`src/scpm_defines.vh`:
```
// Constants for the system clock and power mode controller.
`ifndef SCPM_DEFINES_VH
`define SCPM_DEFINES_VH
// Register addresses on the special-function register bus.
`define SCPM_ADDR_POWER     8'h87
`define SCPM_ADDR_TUNING    8'h94
`define SCPM_ADDR_P1WAKE    8'h96
`define SCPM_ADDR_CLKOUT    8'hA6
`define SCPM_ADDR_IRQEN     8'hA8
`define SCPM_ADDR_CLKSEL    8'hD8
`define SCPM_ADDR_TRIM      8'hF7
// Reset values.
`define SCPM_RST_POWER      8'h00
`define SCPM_RST_TUNING     8'hC1
`define SCPM_RST_P1WAKE     8'h00
`define SCPM_RST_CLKOUT     8'h00
`define SCPM_RST_IRQEN      8'h00
`define SCPM_RST_CLKSEL     8'h05
`define SCPM_RST_TRIM       5'h00
// Field positions in the clock select register.
`define SCPM_FAST_KIND_BIT  7
`define SCPM_FAST_OSC_BIT   6
`define SCPM_FAST_SEL_BIT   5
`define SCPM_SLOW_KIND_BIT  4
`define SCPM_STOP_FAST_BIT  3
// Field positions in the power, tuning and enable registers.
`define SCPM_STOP_REQ_BIT   1
`define SCPM_DOZE_REQ_BIT   0
`define SCPM_PERIPH_STOP_BIT 5
`define SCPM_GLOBAL_EN_BIT  7
`define SCPM_EXT0_EN_BIT    0
`define SCPM_EXT1_EN_BIT    2
// Bits of the power register that read back as stored.
`define SCPM_POWER_RW_MASK  8'h8C
// Bit 6 of the interrupt enable register is unimplemented.
`define SCPM_IRQEN_RW_MASK  8'hBF
// Oscillator indices in the source vectors.
`define SCPM_OSC_FRC        0
`define SCPM_OSC_FXT        1
`define SCPM_OSC_RFC        2
`define SCPM_OSC_SXT        3
`define SCPM_OSC_SRC        4
`endif

```
`src/scpm_ctrl.v`:
```
// System clock selection, prescaler, clock output pin and Idle/Stop power mode control.
`timescale 1ns/10ps
`include "scpm_defines.vh"
module scpm_ctrl #(
	parameter P1_PINS = 8
) (
	input  wire               core_clk,
	input  wire               rst_n,
	input  wire               por_n,
	input  wire [7:0]         sfr_addr,
	input  wire [7:0]         sfr_wdata,
	input  wire               sfr_wr_en,
	input  wire               sfr_rd_en,
	output reg  [7:0]         sfr_rdata,
	input  wire [4:0]         flash_trim,
	input  wire [4:0]         osc_in,
	input  wire [2:0]         ext_irq_pin,
	input  wire [P1_PINS-1:0] port1_pin,
	input  wire               ext2_wake_enable,
	input  wire [5:0]         irq_req,
	input  wire               other_irq_wake,
	output reg  [4:0]         osc_enable,
	output reg  [4:0]         rc_trim_out,
	output reg                core_clock_tick,
	output reg                cpu_clk_en,
	output reg                periph_clk_en,
	output reg                uart_timer_clk_en,
	output reg                clock_out_pin,
	output reg                fast_mode,
	output reg                idle_active,
	output reg                stop_active
);

	localparam NUM_IN = 5 + 3 + P1_PINS;

	// ************************************************************
	// Functions
	// ************************************************************

	// Divider code to division ratio minus one.
	function [4:0] div_last;
		input [2:0] code;
			case (code)
				3'h0:    div_last = 5'h1F;
				3'h1:    div_last = 5'h0F;
				3'h2:    div_last = 5'h07;
				3'h3:    div_last = 5'h03;
				3'h4:    div_last = 5'h01;
				default: div_last = 5'h00;
			endcase
	endfunction

	// Clock out period in half system clock units, minus one.
	function [2:0] shape_last;
		input [2:0] code;
			case (code)
				3'h0:    shape_last = 3'h3;
				3'h1:    shape_last = 3'h5;
				3'h2:    shape_last = 3'h7;
				3'h3:    shape_last = 3'h3;
				3'h4:    shape_last = 3'h1;
				3'h5:    shape_last = 3'h5;
				3'h6:    shape_last = 3'h7;
				default: shape_last = 3'h3;
			endcase
	endfunction

	// Clock out high time in half system clock units.
	function [2:0] shape_high;
		input [2:0] code;
			case (code)
				3'h0:    shape_high = 3'h2;
				3'h1:    shape_high = 3'h2;
				3'h2:    shape_high = 3'h2;
				3'h3:    shape_high = 3'h1;
				3'h4:    shape_high = 3'h1;
				3'h5:    shape_high = 3'h4;
				3'h6:    shape_high = 3'h6;
				default: shape_high = 3'h3;
			endcase
	endfunction

	// ************************************************************
	// Input synchronisers
	// ************************************************************

	wire [NUM_IN-1:0] async_in;
	reg  [NUM_IN-1:0] sync1_reg;
	reg  [NUM_IN-1:0] sync2_reg;
	reg  [NUM_IN-1:0] sync3_reg;
	reg  [NUM_IN-1:0] level_reg;
	wire [NUM_IN-1:0] agree;
	wire [NUM_IN-1:0] rise;
	wire [NUM_IN-1:0] change;

	assign async_in = {port1_pin, ext_irq_pin, osc_in};

	// Three flops per input; a new level counts once stages two and three agree.
	always @(posedge core_clk or negedge rst_n) begin
		if (!rst_n) begin
			sync1_reg <= {NUM_IN{1'b1}};
			sync2_reg <= {NUM_IN{1'b1}};
			sync3_reg <= {NUM_IN{1'b1}};
			level_reg <= {NUM_IN{1'b1}};
		end else begin
			sync1_reg <= async_in;
			sync2_reg <= sync1_reg;
			sync3_reg <= sync2_reg;
			level_reg <= (sync3_reg & agree) | (level_reg & ~agree);
		end
	end

	// Per-input agreement and edge decode.
	genvar gi;
	generate
		for (gi = 0; gi < NUM_IN; gi = gi + 1) begin : g_sync
			assign agree[gi]  = (sync2_reg[gi] == sync3_reg[gi]);
			assign rise[gi]   = agree[gi] & sync3_reg[gi] & ~level_reg[gi];
			assign change[gi] = agree[gi] & (sync3_reg[gi] != level_reg[gi]);
		end
	endgenerate

	wire [4:0]         osc_rise  = rise[4:0];
	wire [2:0]         ext_level = level_reg[7:5];
	wire [P1_PINS-1:0] p1_change = change[NUM_IN-1:8];

	// ************************************************************
	// Registers
	// ************************************************************

	reg [7:0] power_mode_ctrl_reg;
	reg [7:0] peripheral_tuning_reg;
	reg [7:0] port1_wake_mask_reg;
	reg [7:0] timer_clock_out_ctrl_reg;
	reg [7:0] irq_enable_main_reg;
	reg [7:0] core_clock_select_ctrl_reg;
	reg [4:0] rc_trim_reg;
	reg       trim_loaded_reg;
	reg       idle_reg;
	reg       stop_reg;
	reg [7:0] clksel_next;

	wire wr_power  = sfr_wr_en & (sfr_addr == `SCPM_ADDR_POWER);
	wire wr_clksel = sfr_wr_en & (sfr_addr == `SCPM_ADDR_CLKSEL);

	wire fast_sel  = core_clock_select_ctrl_reg[`SCPM_FAST_SEL_BIT];
	wire fast_kind = core_clock_select_ctrl_reg[`SCPM_FAST_KIND_BIT];
	wire fast_osc  = core_clock_select_ctrl_reg[`SCPM_FAST_OSC_BIT];
	wire slow_kind = core_clock_select_ctrl_reg[`SCPM_SLOW_KIND_BIT];
	wire stop_fast = core_clock_select_ctrl_reg[`SCPM_STOP_FAST_BIT];

	// Wake sources for Stop: enabled low external pins and enabled Port1 changes.
	wire [2:0] ext_en = {ext2_wake_enable,
		irq_enable_main_reg[`SCPM_EXT1_EN_BIT], irq_enable_main_reg[`SCPM_EXT0_EN_BIT]};
	wire ext_wake  = |(~ext_level & ext_en);
	wire pin_wake  = ext_wake | (|(p1_change & port1_wake_mask_reg[P1_PINS-1:0]));
	wire idle_wake = (irq_enable_main_reg[`SCPM_GLOBAL_EN_BIT] &
		(|(irq_req & irq_enable_main_reg[5:0]))) | other_irq_wake | pin_wake;

	// Each field of the clock select register only takes a write when legal.
	always @* begin
		clksel_next = core_clock_select_ctrl_reg;
		clksel_next[2:0] = sfr_wdata[2:0];
		if (!fast_sel) begin
			clksel_next[`SCPM_FAST_KIND_BIT] = sfr_wdata[`SCPM_FAST_KIND_BIT];
			clksel_next[`SCPM_FAST_OSC_BIT]  = sfr_wdata[`SCPM_FAST_OSC_BIT];
		end
		if (fast_sel)
			clksel_next[`SCPM_SLOW_KIND_BIT] = sfr_wdata[`SCPM_SLOW_KIND_BIT];
		if (!fast_sel || fast_kind)
			clksel_next[`SCPM_STOP_FAST_BIT] = sfr_wdata[`SCPM_STOP_FAST_BIT];
		if (!stop_fast || fast_kind)
			clksel_next[`SCPM_FAST_SEL_BIT] = sfr_wdata[`SCPM_FAST_SEL_BIT];
	end

	// Register file writes and power mode state.
	always @(posedge core_clk or negedge rst_n) begin
		if (!rst_n) begin
			power_mode_ctrl_reg      <= `SCPM_RST_POWER;
			peripheral_tuning_reg    <= `SCPM_RST_TUNING;
			port1_wake_mask_reg      <= `SCPM_RST_P1WAKE;
			timer_clock_out_ctrl_reg <= `SCPM_RST_CLKOUT;
			irq_enable_main_reg      <= `SCPM_RST_IRQEN;
			core_clock_select_ctrl_reg   <= `SCPM_RST_CLKSEL;
			idle_reg                 <= 1'b0;
			stop_reg                 <= 1'b0;
		end else begin
			if (sfr_wr_en && sfr_addr == `SCPM_ADDR_TUNING)
				peripheral_tuning_reg <= sfr_wdata;
			if (sfr_wr_en && sfr_addr == `SCPM_ADDR_P1WAKE)
				port1_wake_mask_reg <= sfr_wdata;
			if (sfr_wr_en && sfr_addr == `SCPM_ADDR_CLKOUT)
				timer_clock_out_ctrl_reg <= sfr_wdata;
			if (sfr_wr_en && sfr_addr == `SCPM_ADDR_IRQEN)
				irq_enable_main_reg <= sfr_wdata & `SCPM_IRQEN_RW_MASK;
			if (wr_clksel)
				core_clock_select_ctrl_reg <= clksel_next;
			if (wr_power)
				power_mode_ctrl_reg <= sfr_wdata & `SCPM_POWER_RW_MASK;
			// A write that sets Idle, or sets Stop with no enabled external pin low, wins over a wake in the same cycle.
			if (wr_power && sfr_wdata[`SCPM_DOZE_REQ_BIT])
				idle_reg <= 1'b1;
			else if (idle_wake)
				idle_reg <= 1'b0;
			if (wr_power && sfr_wdata[`SCPM_STOP_REQ_BIT] && !ext_wake)
				stop_reg <= 1'b1;
			else if (pin_wake)
				stop_reg <= 1'b0;
		end
	end

	// Trim loads from flash once after power-on; other resets leave it alone.
	always @(posedge core_clk or negedge por_n) begin
		if (!por_n) begin
			rc_trim_reg     <= `SCPM_RST_TRIM;
			trim_loaded_reg <= 1'b0;
		end else if (!trim_loaded_reg) begin
			rc_trim_reg     <= flash_trim;
			trim_loaded_reg <= 1'b1;
		end else if (sfr_wr_en && sfr_addr == `SCPM_ADDR_TRIM) begin
			rc_trim_reg     <= sfr_wdata[4:0];
		end
	end

	// Registered read data; unmapped addresses read zero.
	always @(posedge core_clk or negedge rst_n) begin
		if (!rst_n) begin
			sfr_rdata <= 8'h00;
		end else if (sfr_rd_en) begin
			case (sfr_addr)
				`SCPM_ADDR_POWER:  sfr_rdata <= power_mode_ctrl_reg | {6'h00, stop_reg, idle_reg};
				`SCPM_ADDR_TUNING: sfr_rdata <= peripheral_tuning_reg;
				`SCPM_ADDR_P1WAKE: sfr_rdata <= port1_wake_mask_reg;
				`SCPM_ADDR_CLKOUT: sfr_rdata <= timer_clock_out_ctrl_reg;
				`SCPM_ADDR_IRQEN:  sfr_rdata <= irq_enable_main_reg;
				`SCPM_ADDR_CLKSEL: sfr_rdata <= core_clock_select_ctrl_reg;
				`SCPM_ADDR_TRIM:   sfr_rdata <= {3'h0, rc_trim_reg};
				default:           sfr_rdata <= 8'h00;
			endcase
		end
	end

	// ************************************************************
	// Source selection and prescaler
	// ************************************************************

	reg  [4:0] div_cnt_reg;
	reg        src_edge;
	reg  [4:0] osc_en_next;
	wire [4:0] div_end  = div_last(core_clock_select_ctrl_reg[2:0]);
	wire       tick     = src_edge & (div_cnt_reg == div_end);
	wire       half_mid = src_edge & (div_cnt_reg == {1'b0, div_end[4:1]}) & (div_end != 5'h00);
	wire       half     = tick | half_mid;

	// Pick the edge of the oscillator that feeds the system clock.
	always @* begin
		if (fast_sel) begin
			if (fast_kind)
				src_edge = osc_rise[`SCPM_OSC_RFC];
			else if (fast_osc)
				src_edge = osc_rise[`SCPM_OSC_FXT];
			else
				src_edge = osc_rise[`SCPM_OSC_FRC];
		end else begin
			src_edge = slow_kind ? osc_rise[`SCPM_OSC_SXT] : osc_rise[`SCPM_OSC_SRC];
		end
		if (stop_reg)
			src_edge = 1'b0;
	end

	// Oscillator enables; all stop in Stop mode.
	always @* begin
		osc_en_next = 5'h00;
		osc_en_next[`SCPM_OSC_FRC] = ~fast_kind & ~fast_osc & ~stop_fast;
		osc_en_next[`SCPM_OSC_FXT] = ~fast_kind & fast_osc & ~stop_fast;
		osc_en_next[`SCPM_OSC_RFC] = fast_kind;
		osc_en_next[`SCPM_OSC_SXT] = slow_kind;
		osc_en_next[`SCPM_OSC_SRC] = ~slow_kind;
		if (stop_reg)
			osc_en_next = 5'h00;
	end

	// Count source edges; a wrap gives one system clock tick.
	always @(posedge core_clk or negedge rst_n) begin
		if (!rst_n)
			div_cnt_reg <= 5'h00;
		else if (src_edge)
			div_cnt_reg <= (div_cnt_reg >= div_end) ? 5'h00 : div_cnt_reg + 5'h01;
	end

	// ************************************************************
	// Clock output shaping
	// ************************************************************

	reg  [2:0] shape_cnt_reg;
	wire [2:0] shape_code = timer_clock_out_ctrl_reg[2:0];
	wire [2:0] shape_end  = shape_last(shape_code);

	// Phase counter in half system clock steps, or whole steps for divider codes 5 to 7.
	always @(posedge core_clk or negedge rst_n) begin
		if (!rst_n)
			shape_cnt_reg <= 3'h0;
		else if (half)
			shape_cnt_reg <= (shape_cnt_reg >= shape_end) ? 3'h0 : shape_cnt_reg + 3'h1;
	end

	// ************************************************************
	// Registered outputs
	// ************************************************************

	// Clock enables: CPU stops in Idle, UART/timer optionally, all in Stop.
	always @(posedge core_clk or negedge rst_n) begin
		if (!rst_n) begin
			core_clock_tick   <= 1'b0;
			cpu_clk_en        <= 1'b0;
			periph_clk_en     <= 1'b0;
			uart_timer_clk_en <= 1'b0;
			clock_out_pin     <= 1'b0;
			osc_enable        <= 5'h00;
			rc_trim_out       <= `SCPM_RST_TRIM;
			fast_mode         <= 1'b0;
			idle_active       <= 1'b0;
			stop_active       <= 1'b0;
		end else begin
			core_clock_tick   <= tick;
			cpu_clk_en        <= tick & ~idle_reg;
			periph_clk_en     <= tick;
			uart_timer_clk_en <= tick & ~(idle_reg &
				peripheral_tuning_reg[`SCPM_PERIPH_STOP_BIT]);
			clock_out_pin     <= (shape_cnt_reg < shape_high(shape_code));
			osc_enable        <= osc_en_next;
			rc_trim_out       <= rc_trim_reg;
			fast_mode         <= fast_sel;
			idle_active       <= idle_reg;
			stop_active       <= stop_reg;
		end
	end

endmodule // scpm_ctrl

```
`config.mk`:
```
export PLATFORM = sky130hd
export DESIGN_NAME = scpm_ctrl
export DESIGN_NICKNAME = d
export VERILOG_FILES = /design/src/scpm_ctrl.v
export VERILOG_INCLUDE_DIRS = /design/src
export SDC_FILE = /design/constraint.sdc
export NUM_CORES = 1
export LEC_CHECK = 0
export ABC_AREA = 0
export BUFFER_PORTS_ARGS = -buffer_cell sky130_fd_sc_hd__buf_2
export CAP_MARGIN = 40
export CORE_MARGIN = 2
export CORE_UTILIZATION = 56
export DETAILED_ROUTE_END_ITERATION = 8
export PLACE_DENSITY = 0.77
export SYNTH_ARGS = -nofsm -noshare
export SYNTH_HDL_FRONTEND = slang
export SYNTH_SLANG_ARGS = --single-unit
```
`constraint.sdc`:
```
create_clock -name core_clk -period 5.3 [get_ports core_clk]
set_input_delay 1.325 -clock core_clk [delete_from_list [all_inputs] [get_ports core_clk]]
set_output_delay 1.325 -clock core_clk [all_outputs]
set_load 0.02 [all_outputs]
```
==> flow_summary.toml, run 1 <==
[floorplanning]
chipWidth_um = 110
rows = 38
io_pins = 76
fp.coreArea_um2 = 10900
die_y_um = 110
initial_core_util_pct = 57.8
die-area_um2 = 12200

[clocking]
cts_tree = "done"
cts_buffers = 17
holdBufCountCts = 0
clock_latency_ns = 0.42
htreeDepth = 4
cts.sinks = 147
post_cts_buffers = 0
cts_max_path_buffers = 2
root_buffer = "clkbuf_16"
ctsResizeCount = 0
clk_pin_slew_ns = 0.06

[routing]
vias_per_cell = 5.85
wl_per_cell_um = 18.6
wl_mm = 13.3
wl_met3_um = 783
wl_met1_mm = 5.31
met2_length_mm = 6.85
ant_nets = 0
first_pass_iters = 5
highest_layer = "met4"
dr_total_vias = 4173
drcViolationCount = 0
drtIter0Drc = 300

[setup_path]
critPathLaunchType = "primary input"
crit_arrival_ns = 2.98
reg2reg_depth = 8
crit_path_max_incr_delay_ns = 0.65
critical_path.endpoint = "core_clock_select_ctrl_reg[6]"
required_ns = 5.60
cp_num_buf_inv = 1
cp_cell_sequence = "buf_2 -> nor4_4 -> nand3_4 -> nor2_1 -> mux2_2"
crit_fanout = 14
path_delay_family = "simple AND/OR/NAND/NOR gates"
r2r-start = "core_clock_select_ctrl_reg[0]"
critical_path_class = "in2reg"
path_depth = 5
cp_slowest_cell = "nor4_4"
cp-end-kind = "flop"
cp-startpoint = "sfr_addr[1]"
r2r_end = "div_cnt_reg[0]"
timing.reg2reg.setup_slack_ns = 2.75

[logic_synthesis]
netlist_area_um2 = 6320
synth_edf_count = 0
async_flop_share_pct = 100
synth_cell_types = 67
yosysWarnings = 0
synthCells = 478
synth_area_leader_cell = "dfrtp_1"
synth.ff_latch_count = 147
synth_area_per_cell_um2 = 13.2
synth_top_area_share_pct = 30.9
synthFlopType = "dfrtp_1"
synth.area.top_cells = "dfrtp_1 31%, dfstp_2 29%, mux2_2 7.7%"
synthTopCellsByCount = "78 x dfrtp_1, 69 x dfstp_2, 43 x mux2_2"
yosysMostFrequentCell = "dfrtp_1"
synth-seq-area-share_pct = 59.6
syn_nets = 548

[sta]
final_hold_viol_count = 0
rsz0062_at_grt = "no"
slew_headroom_pct = 44.3
fin_skew_ns = 0.00759
max_freq_mhz = 373
drv_slew = 0
fin_crit_ns = 2.68
worst-slew-pin-transition_ns = 0.829
timing.hold.ws_ns = 0.350
tns_ns = 0
finalCritPeriodShare_pct = 50.5
setup_viol = 0

[worst_hold_path]
hp-start = "sync1_reg[13]"
worstHoldPathType = "reg2reg"

[placed_design]
place_congestion = 0.839
post-dp-hpwl_mm = 9.28
placed_area_um2 = 6830
portBuffers = 75
dp.cells = 681

[cells_and_area]
final_cells = 713
fill_cells = 778
fin_nets = 630
n_antenna_cell = 0
fin_area_um2 = 7510
drive_above_1_share_pct = 44.0
syn_to_final_growth_pct = 18.8

[global_route]
grt_overflow = 0
grt_pass1_vias = 4294
grt_pass1_wl_mm = 21.5
antenna_found_initial = 0
grtUsageTotal_pct = 24.0
grt_max_degree = 92

[power]
p_per_area_nw_per_um2 = 399
ir_drop_mv = 0.277
power.leakage_uw = 0.00349
finalPower_uw = 3000

[flow_run]
maxCapViolations = 0

[status]
outcome = "complete, no violations"
[routing by layer]
layer | vias to the layer above | global-route usage (%)
li1 | 1897 | -
met1 | 2096 | 29.2
met2 | 149 | 39.8
met3 | 31 | 6.53
met4 | 0 | 11.5
met5 | - | 0
[logic make-up (layout without fill, tap and decap cells)]
family,after synthesis,count (layout),synth area share [%]
AO/OA/AOI/OAI,97,97,10.8
XOR/XNOR,2,2,0.277
flip-flops,147,147,59.6
other,1,1,0.0593
AND/OR/NAND/NOR,110,110,10.4
buffers and inverters,29,124,2.24
multiplexers,61,61,11.0
adder cells (fa/ha/maj),31,31,5.70
[report_power, final]
| group | total [uW] | internal, uW | switching [uW] |
|---|---|---|---|
| Sequential | 1320 | 1240 | 80.2 |
| Clock | 1360 | 929 | 434 |
| Combinational | 320 | 143 | 177 |
| Total | 3000 | 2310 | 691 |
[cell type report]
type	count	area (um^2)	area share (%)
Timing Repair Buffer	77	417	5.55
Clock buffer	22	484	6.45
Sequential cell	147	3760	50.1
Clock inverter	10	200	2.67
Tap cell	140	175	2.33
Multi-Input combinational cell	302	2410	32.1
Inverter	15	56.3	0.750
[worst min-delay path by stage]
stage	end	slack (ns)	cells after the start
floorplan	sync2_reg[0]	0.35	0
global placement	sync2_reg[0]	0.35	0
detailed placement	sync2_reg[13]	0.35	0
CTS	sync2_reg[13]	0.35	0
global route	sync2_reg[13]	0.35	0
finish	sync2_reg[13]	0.35	0
[worst reg2reg max path: stages (launching register included)]
cell and delay, ns:
dfstp_2 0.60, nand2_1 0.11, nand2b_1 0.10, ha_1 0.23, a21o_1 0.18, a21o_1 0.17, a221oi_1 0.64, nand2b_1 0.21
o21ai_0 0.21
[metrics by stage]
stage | util (%) | worst slack (ns)
global route | 68.7 | 2.49
finish | 68.7 | 2.62
CTS | 68.7 | 2.67
global placement | 62.2 | 2.32
detailed placement | 62.4 | 2.24
floorplan | - | 2.67
[cell usage in the layout, fill, tap and decap left out, types with 7 or more instances in the layout]
cell	synthesis	final
dfrtp_1	78	78
clkbuf_16	0	17
a21oi_1	21	21
ha_1	20	20
dfstp_2	69	69
o21ai_0	19	19
nor2_1	27	27
nand2b_1	11	11
mux2i_1	11	11
nand2_1	31	31
buf_2	3	74
a22o_2	7	7
mux2_2	43	43
inv_1	15	15
a22oi_1	7	7
maj3_1	11	11
a22o_1	9	9
No activity file was read; power rests on OpenSTA's default activity.
==> run 2, diff against run 1 <==
--- a/config.mk
+++ b/config.mk
@@ -6,13 +6,13 @@
 export SDC_FILE = /design/constraint.sdc
 export NUM_CORES = 1
 export LEC_CHECK = 0
-export ABC_AREA = 0
+export ABC_AREA = 1
 export BUFFER_PORTS_ARGS = -buffer_cell sky130_fd_sc_hd__buf_2
 export CAP_MARGIN = 40
 export CORE_MARGIN = 2
-export CORE_UTILIZATION = 56
+export CORE_UTILIZATION = 53
 export DETAILED_ROUTE_END_ITERATION = 8
-export PLACE_DENSITY = 0.77
+export PLACE_DENSITY = 0.76
 export SYNTH_ARGS = -nofsm -noshare
 export SYNTH_HDL_FRONTEND = slang
 export SYNTH_SLANG_ARGS = --single-unit
==> constraint.sdc (replaced) <==
create_clock -name core_clk -period 2.15 [get_ports core_clk]
set_input_delay 0.5375 -clock core_clk [delete_from_list [all_inputs] [get_ports core_clk]]
set_output_delay 0.5375 -clock core_clk [all_outputs]
set_load 0.02 [all_outputs]
==> run 2 against run 1 <==
Effect of this change:
- combinational power grew to 3.2 times the previous value
- die area increased by 9.4%
- largest cell class unchanged
- design area up 3.0%
- sequential share of layout area fell by 1.5 points
- via count grew 15%
- worst setup slack got worse by 2.5 ns
- critical path depth rose by 3
- count of clock-buffer cells in the layout grew 4
- sequential power is 150% higher
==> flow_summary.toml, run 2 <==
[cells_and_area]
drive_above_1_share_pct = 28.8
n_antenna_cell = 0
final_common_cell = "nand2_1"
fin_nets = 843
final_cells = 954
syn_to_final_growth_pct = 17.8
final_cell_mix = "174 x nand2_1, 78 x dfrtp_1, 74 x buf_2"

[global_route]
grt_overflow = 0
grt_max_degree = 51
antenna_found_initial = 0
grt_pass1_vias = 4856
grt_pass1_wl_mm = 24.0
grtUsageTotal_pct = 24.0

[logic_synthesis]
synthTopCellsByCount = "176 x nand2_1, 78 x dfrtp_1, 69 x dfstp_2, 69 x inv_1, 63 x nor2_1"
synth.area.top_cells = "dfrtp_1 30%, dfstp_2 28%, nand2_1 10%"
yosysMostFrequentCell = "nand2_1"
synth_top_area_share_pct = 29.7
synth_edf_count = 0
synth_area_per_cell_um2 = 9.62
yosysWarnings = 0
synth_cell_types = 42
async_flop_share_pct = 100
synth.ff_latch_count = 147
synth_area_leader_cell = "dfrtp_1"
syn_nets = 753
synthFlopType = "dfrtp_1"
synth-seq-area-share_pct = 57.3
synthCells = 683
netlist_area_um2 = 6570

[sta]
rsz0062_at_grt = "no"
finalCritPeriodShare_pct = 92.6
max_freq_mhz = 502
drv_slew = 0
fin_crit_ns = 1.99
tns_ns = 0
fin_skew_ns = 0.00646
setup_viol = 0
final_hold_viol_count = 0

[clocking]
cts_tree = "done"
cts.sinks = 147
clk_pin_slew_ns = 0.06
root_buffer = "clkbuf_16"
htreeDepth = 4
clock_latency_ns = 0.42
cts_max_path_buffers = 2
cts_buffers = 17

[routing]
drcViolationCount = 0
vias_per_cell = 5.02
wl_mm = 14.6
first_pass_iters = 4
drtIter0Drc = 295
wl_per_cell_um = 15.3
dr_total_vias = 4790
ant_nets = 0

[worst_hold_path]
worstHoldPathType = "in2async"

[placed_design]
place_congestion = 0.995
post-dp-hpwl_mm = 10.7
portBuffers = 75
dp.cells = 921

[setup_path]
critical_path_class = "reg2reg"
reg2reg_depth = 8
required_ns = 2.50
critPathLaunchType = "flop"
cp_cell_sequence = "inv_1 -> ha_1 -> nor3_1 -> nor2_1 -> a21oi_1 -> ha_1 -> a21o_1 -> a21oi_1"
crit_path_max_incr_delay_ns = 0.44
cp_slowest_cell = "dfrtp_1"
r2r_end = "clock_out_pin"
r2r-start = "timer_clock_out_ctrl_reg[1]"
timing.reg2reg.setup_slack_ns = 0.16
cp-end-kind = "flop"
crit_arrival_ns = 2.34
crit_fanout = 4

[floorplanning]
io_pins = 76
chipWidth_um = 115
rows = 40
die-area_um2 = 13300
fp.coreArea_um2 = 12100
die_y_um = 115
initial_core_util_pct = 54.5

[power]
p_per_area_nw_per_um2 = 935
power.leakage_uw = 0.00383
ir_drop_mv = 0.568

[flow_run]
maxCapViolations = 0

[status]
outcome = "complete, no violations"
-- run 2: how the worst max path moves through the flow --
| stage | startpoint | endpoint | slack (ns) | cells past startpoint |
|---|---|---|---|---|
| 3_3_place_gp | timer_clock_out_ctrl_reg[1] | clock_out_pin | 0.31 | 8 |
| 4_1_cts | timer_clock_out_ctrl_reg[1] | clock_out_pin | 0.17 | 8 |
| 6_report | timer_clock_out_ctrl_reg[1] | clock_out_pin | 0.16 | 8 |
| 5_1_grt | timer_clock_out_ctrl_reg[1] | clock_out_pin | 0.02 | 8 |
| 2_1_floorplan | timer_clock_out_ctrl_reg[0] | clock_out_pin | 0.49 | 8 |
| 3_5_place_dp | timer_clock_out_ctrl_reg[1] | clock_out_pin | 0.19 | 8 |
-- run 2: what timing repair did --
| item | in CTS | in global routing |
|---|---|---|
| hold endpoints to repair | 6 | 0 |
| buffers inserted | 0 | 0 |
| hold buffers | 1 | 0 |
| endpoints found under the setup margin | 0 | 3 |
| gates resized for setup | 0 | 2 |
-- run 2: power breakdown --
part	internal [uW]	leakage, uW	switching [uW]
sequential	3060	0.00171	203
combinational	401	0.00183	635
clock	1830	0.000296	1100
total	5290	0.00383	1940
-- run 2: metrics by stage --
step / instance area (um^2) / total power [uW] / hold slack, ns / utilization, % / setup slack, ns
after floorplan: 6570 / 3940 / 0.242 / - / 0.494
after global placement: 7130 / 4230 / 0.345 / 59.1 / 0.309
after detailed placement: 7130 / 4320 / 0.347 / 59.1 / 0.188
after CTS: 7730 / 7280 / 0.0538 / 64.1 / 0.168
after global routing: 7730 / 7600 / 0.0746 / 64.1 / 0.0193
final: 7730 / 7230 / 0.0457 / 64.1 / 0.159
-- run 2: cell families (layout without fill, tap and decap cells) --
group           Yosys count  in the layout  share of synthesized area (%)
buf+inv                  86            189                           6.00
simple gates            317            317                           21.6
fa+ha+maj                23             23                           4.27
flops                   147            147                           57.3
other cells               1              1                         0.0571
compound gates           97             97                           8.86
xor+xnor                  4              4                          0.534
mux                       8              8                           1.31
-- run 2: final cells by class --
cell class              count  area [um^2]
fillers                   985         4330
flip-flops and latches    147         3760
multi-input cells         450         2410
clock buffers              26          532
repair buffers             84          464
inverters                  73          288
well taps                 168          210
clock inverters             6         62.6
-- run 2: routing by layer --
layer	track usage, %	part of all wire [%]	routed length [um]
met2	38.6	49	7100
met3	5.22	4.4	647
met5	0	0	0
met1	31.4	44	6410
met4	10.8	2.7	396
-- run 2: worst max-delay path, delay by kind of cell, from the launching register on --
family | cells | cell delay, ns
fa+ha+maj | 2 | 0.48
buf+inv | 1 | 0.11
simple gates | 2 | 0.43
flops | 1 | 0.44
compound gates | 3 | 0.46
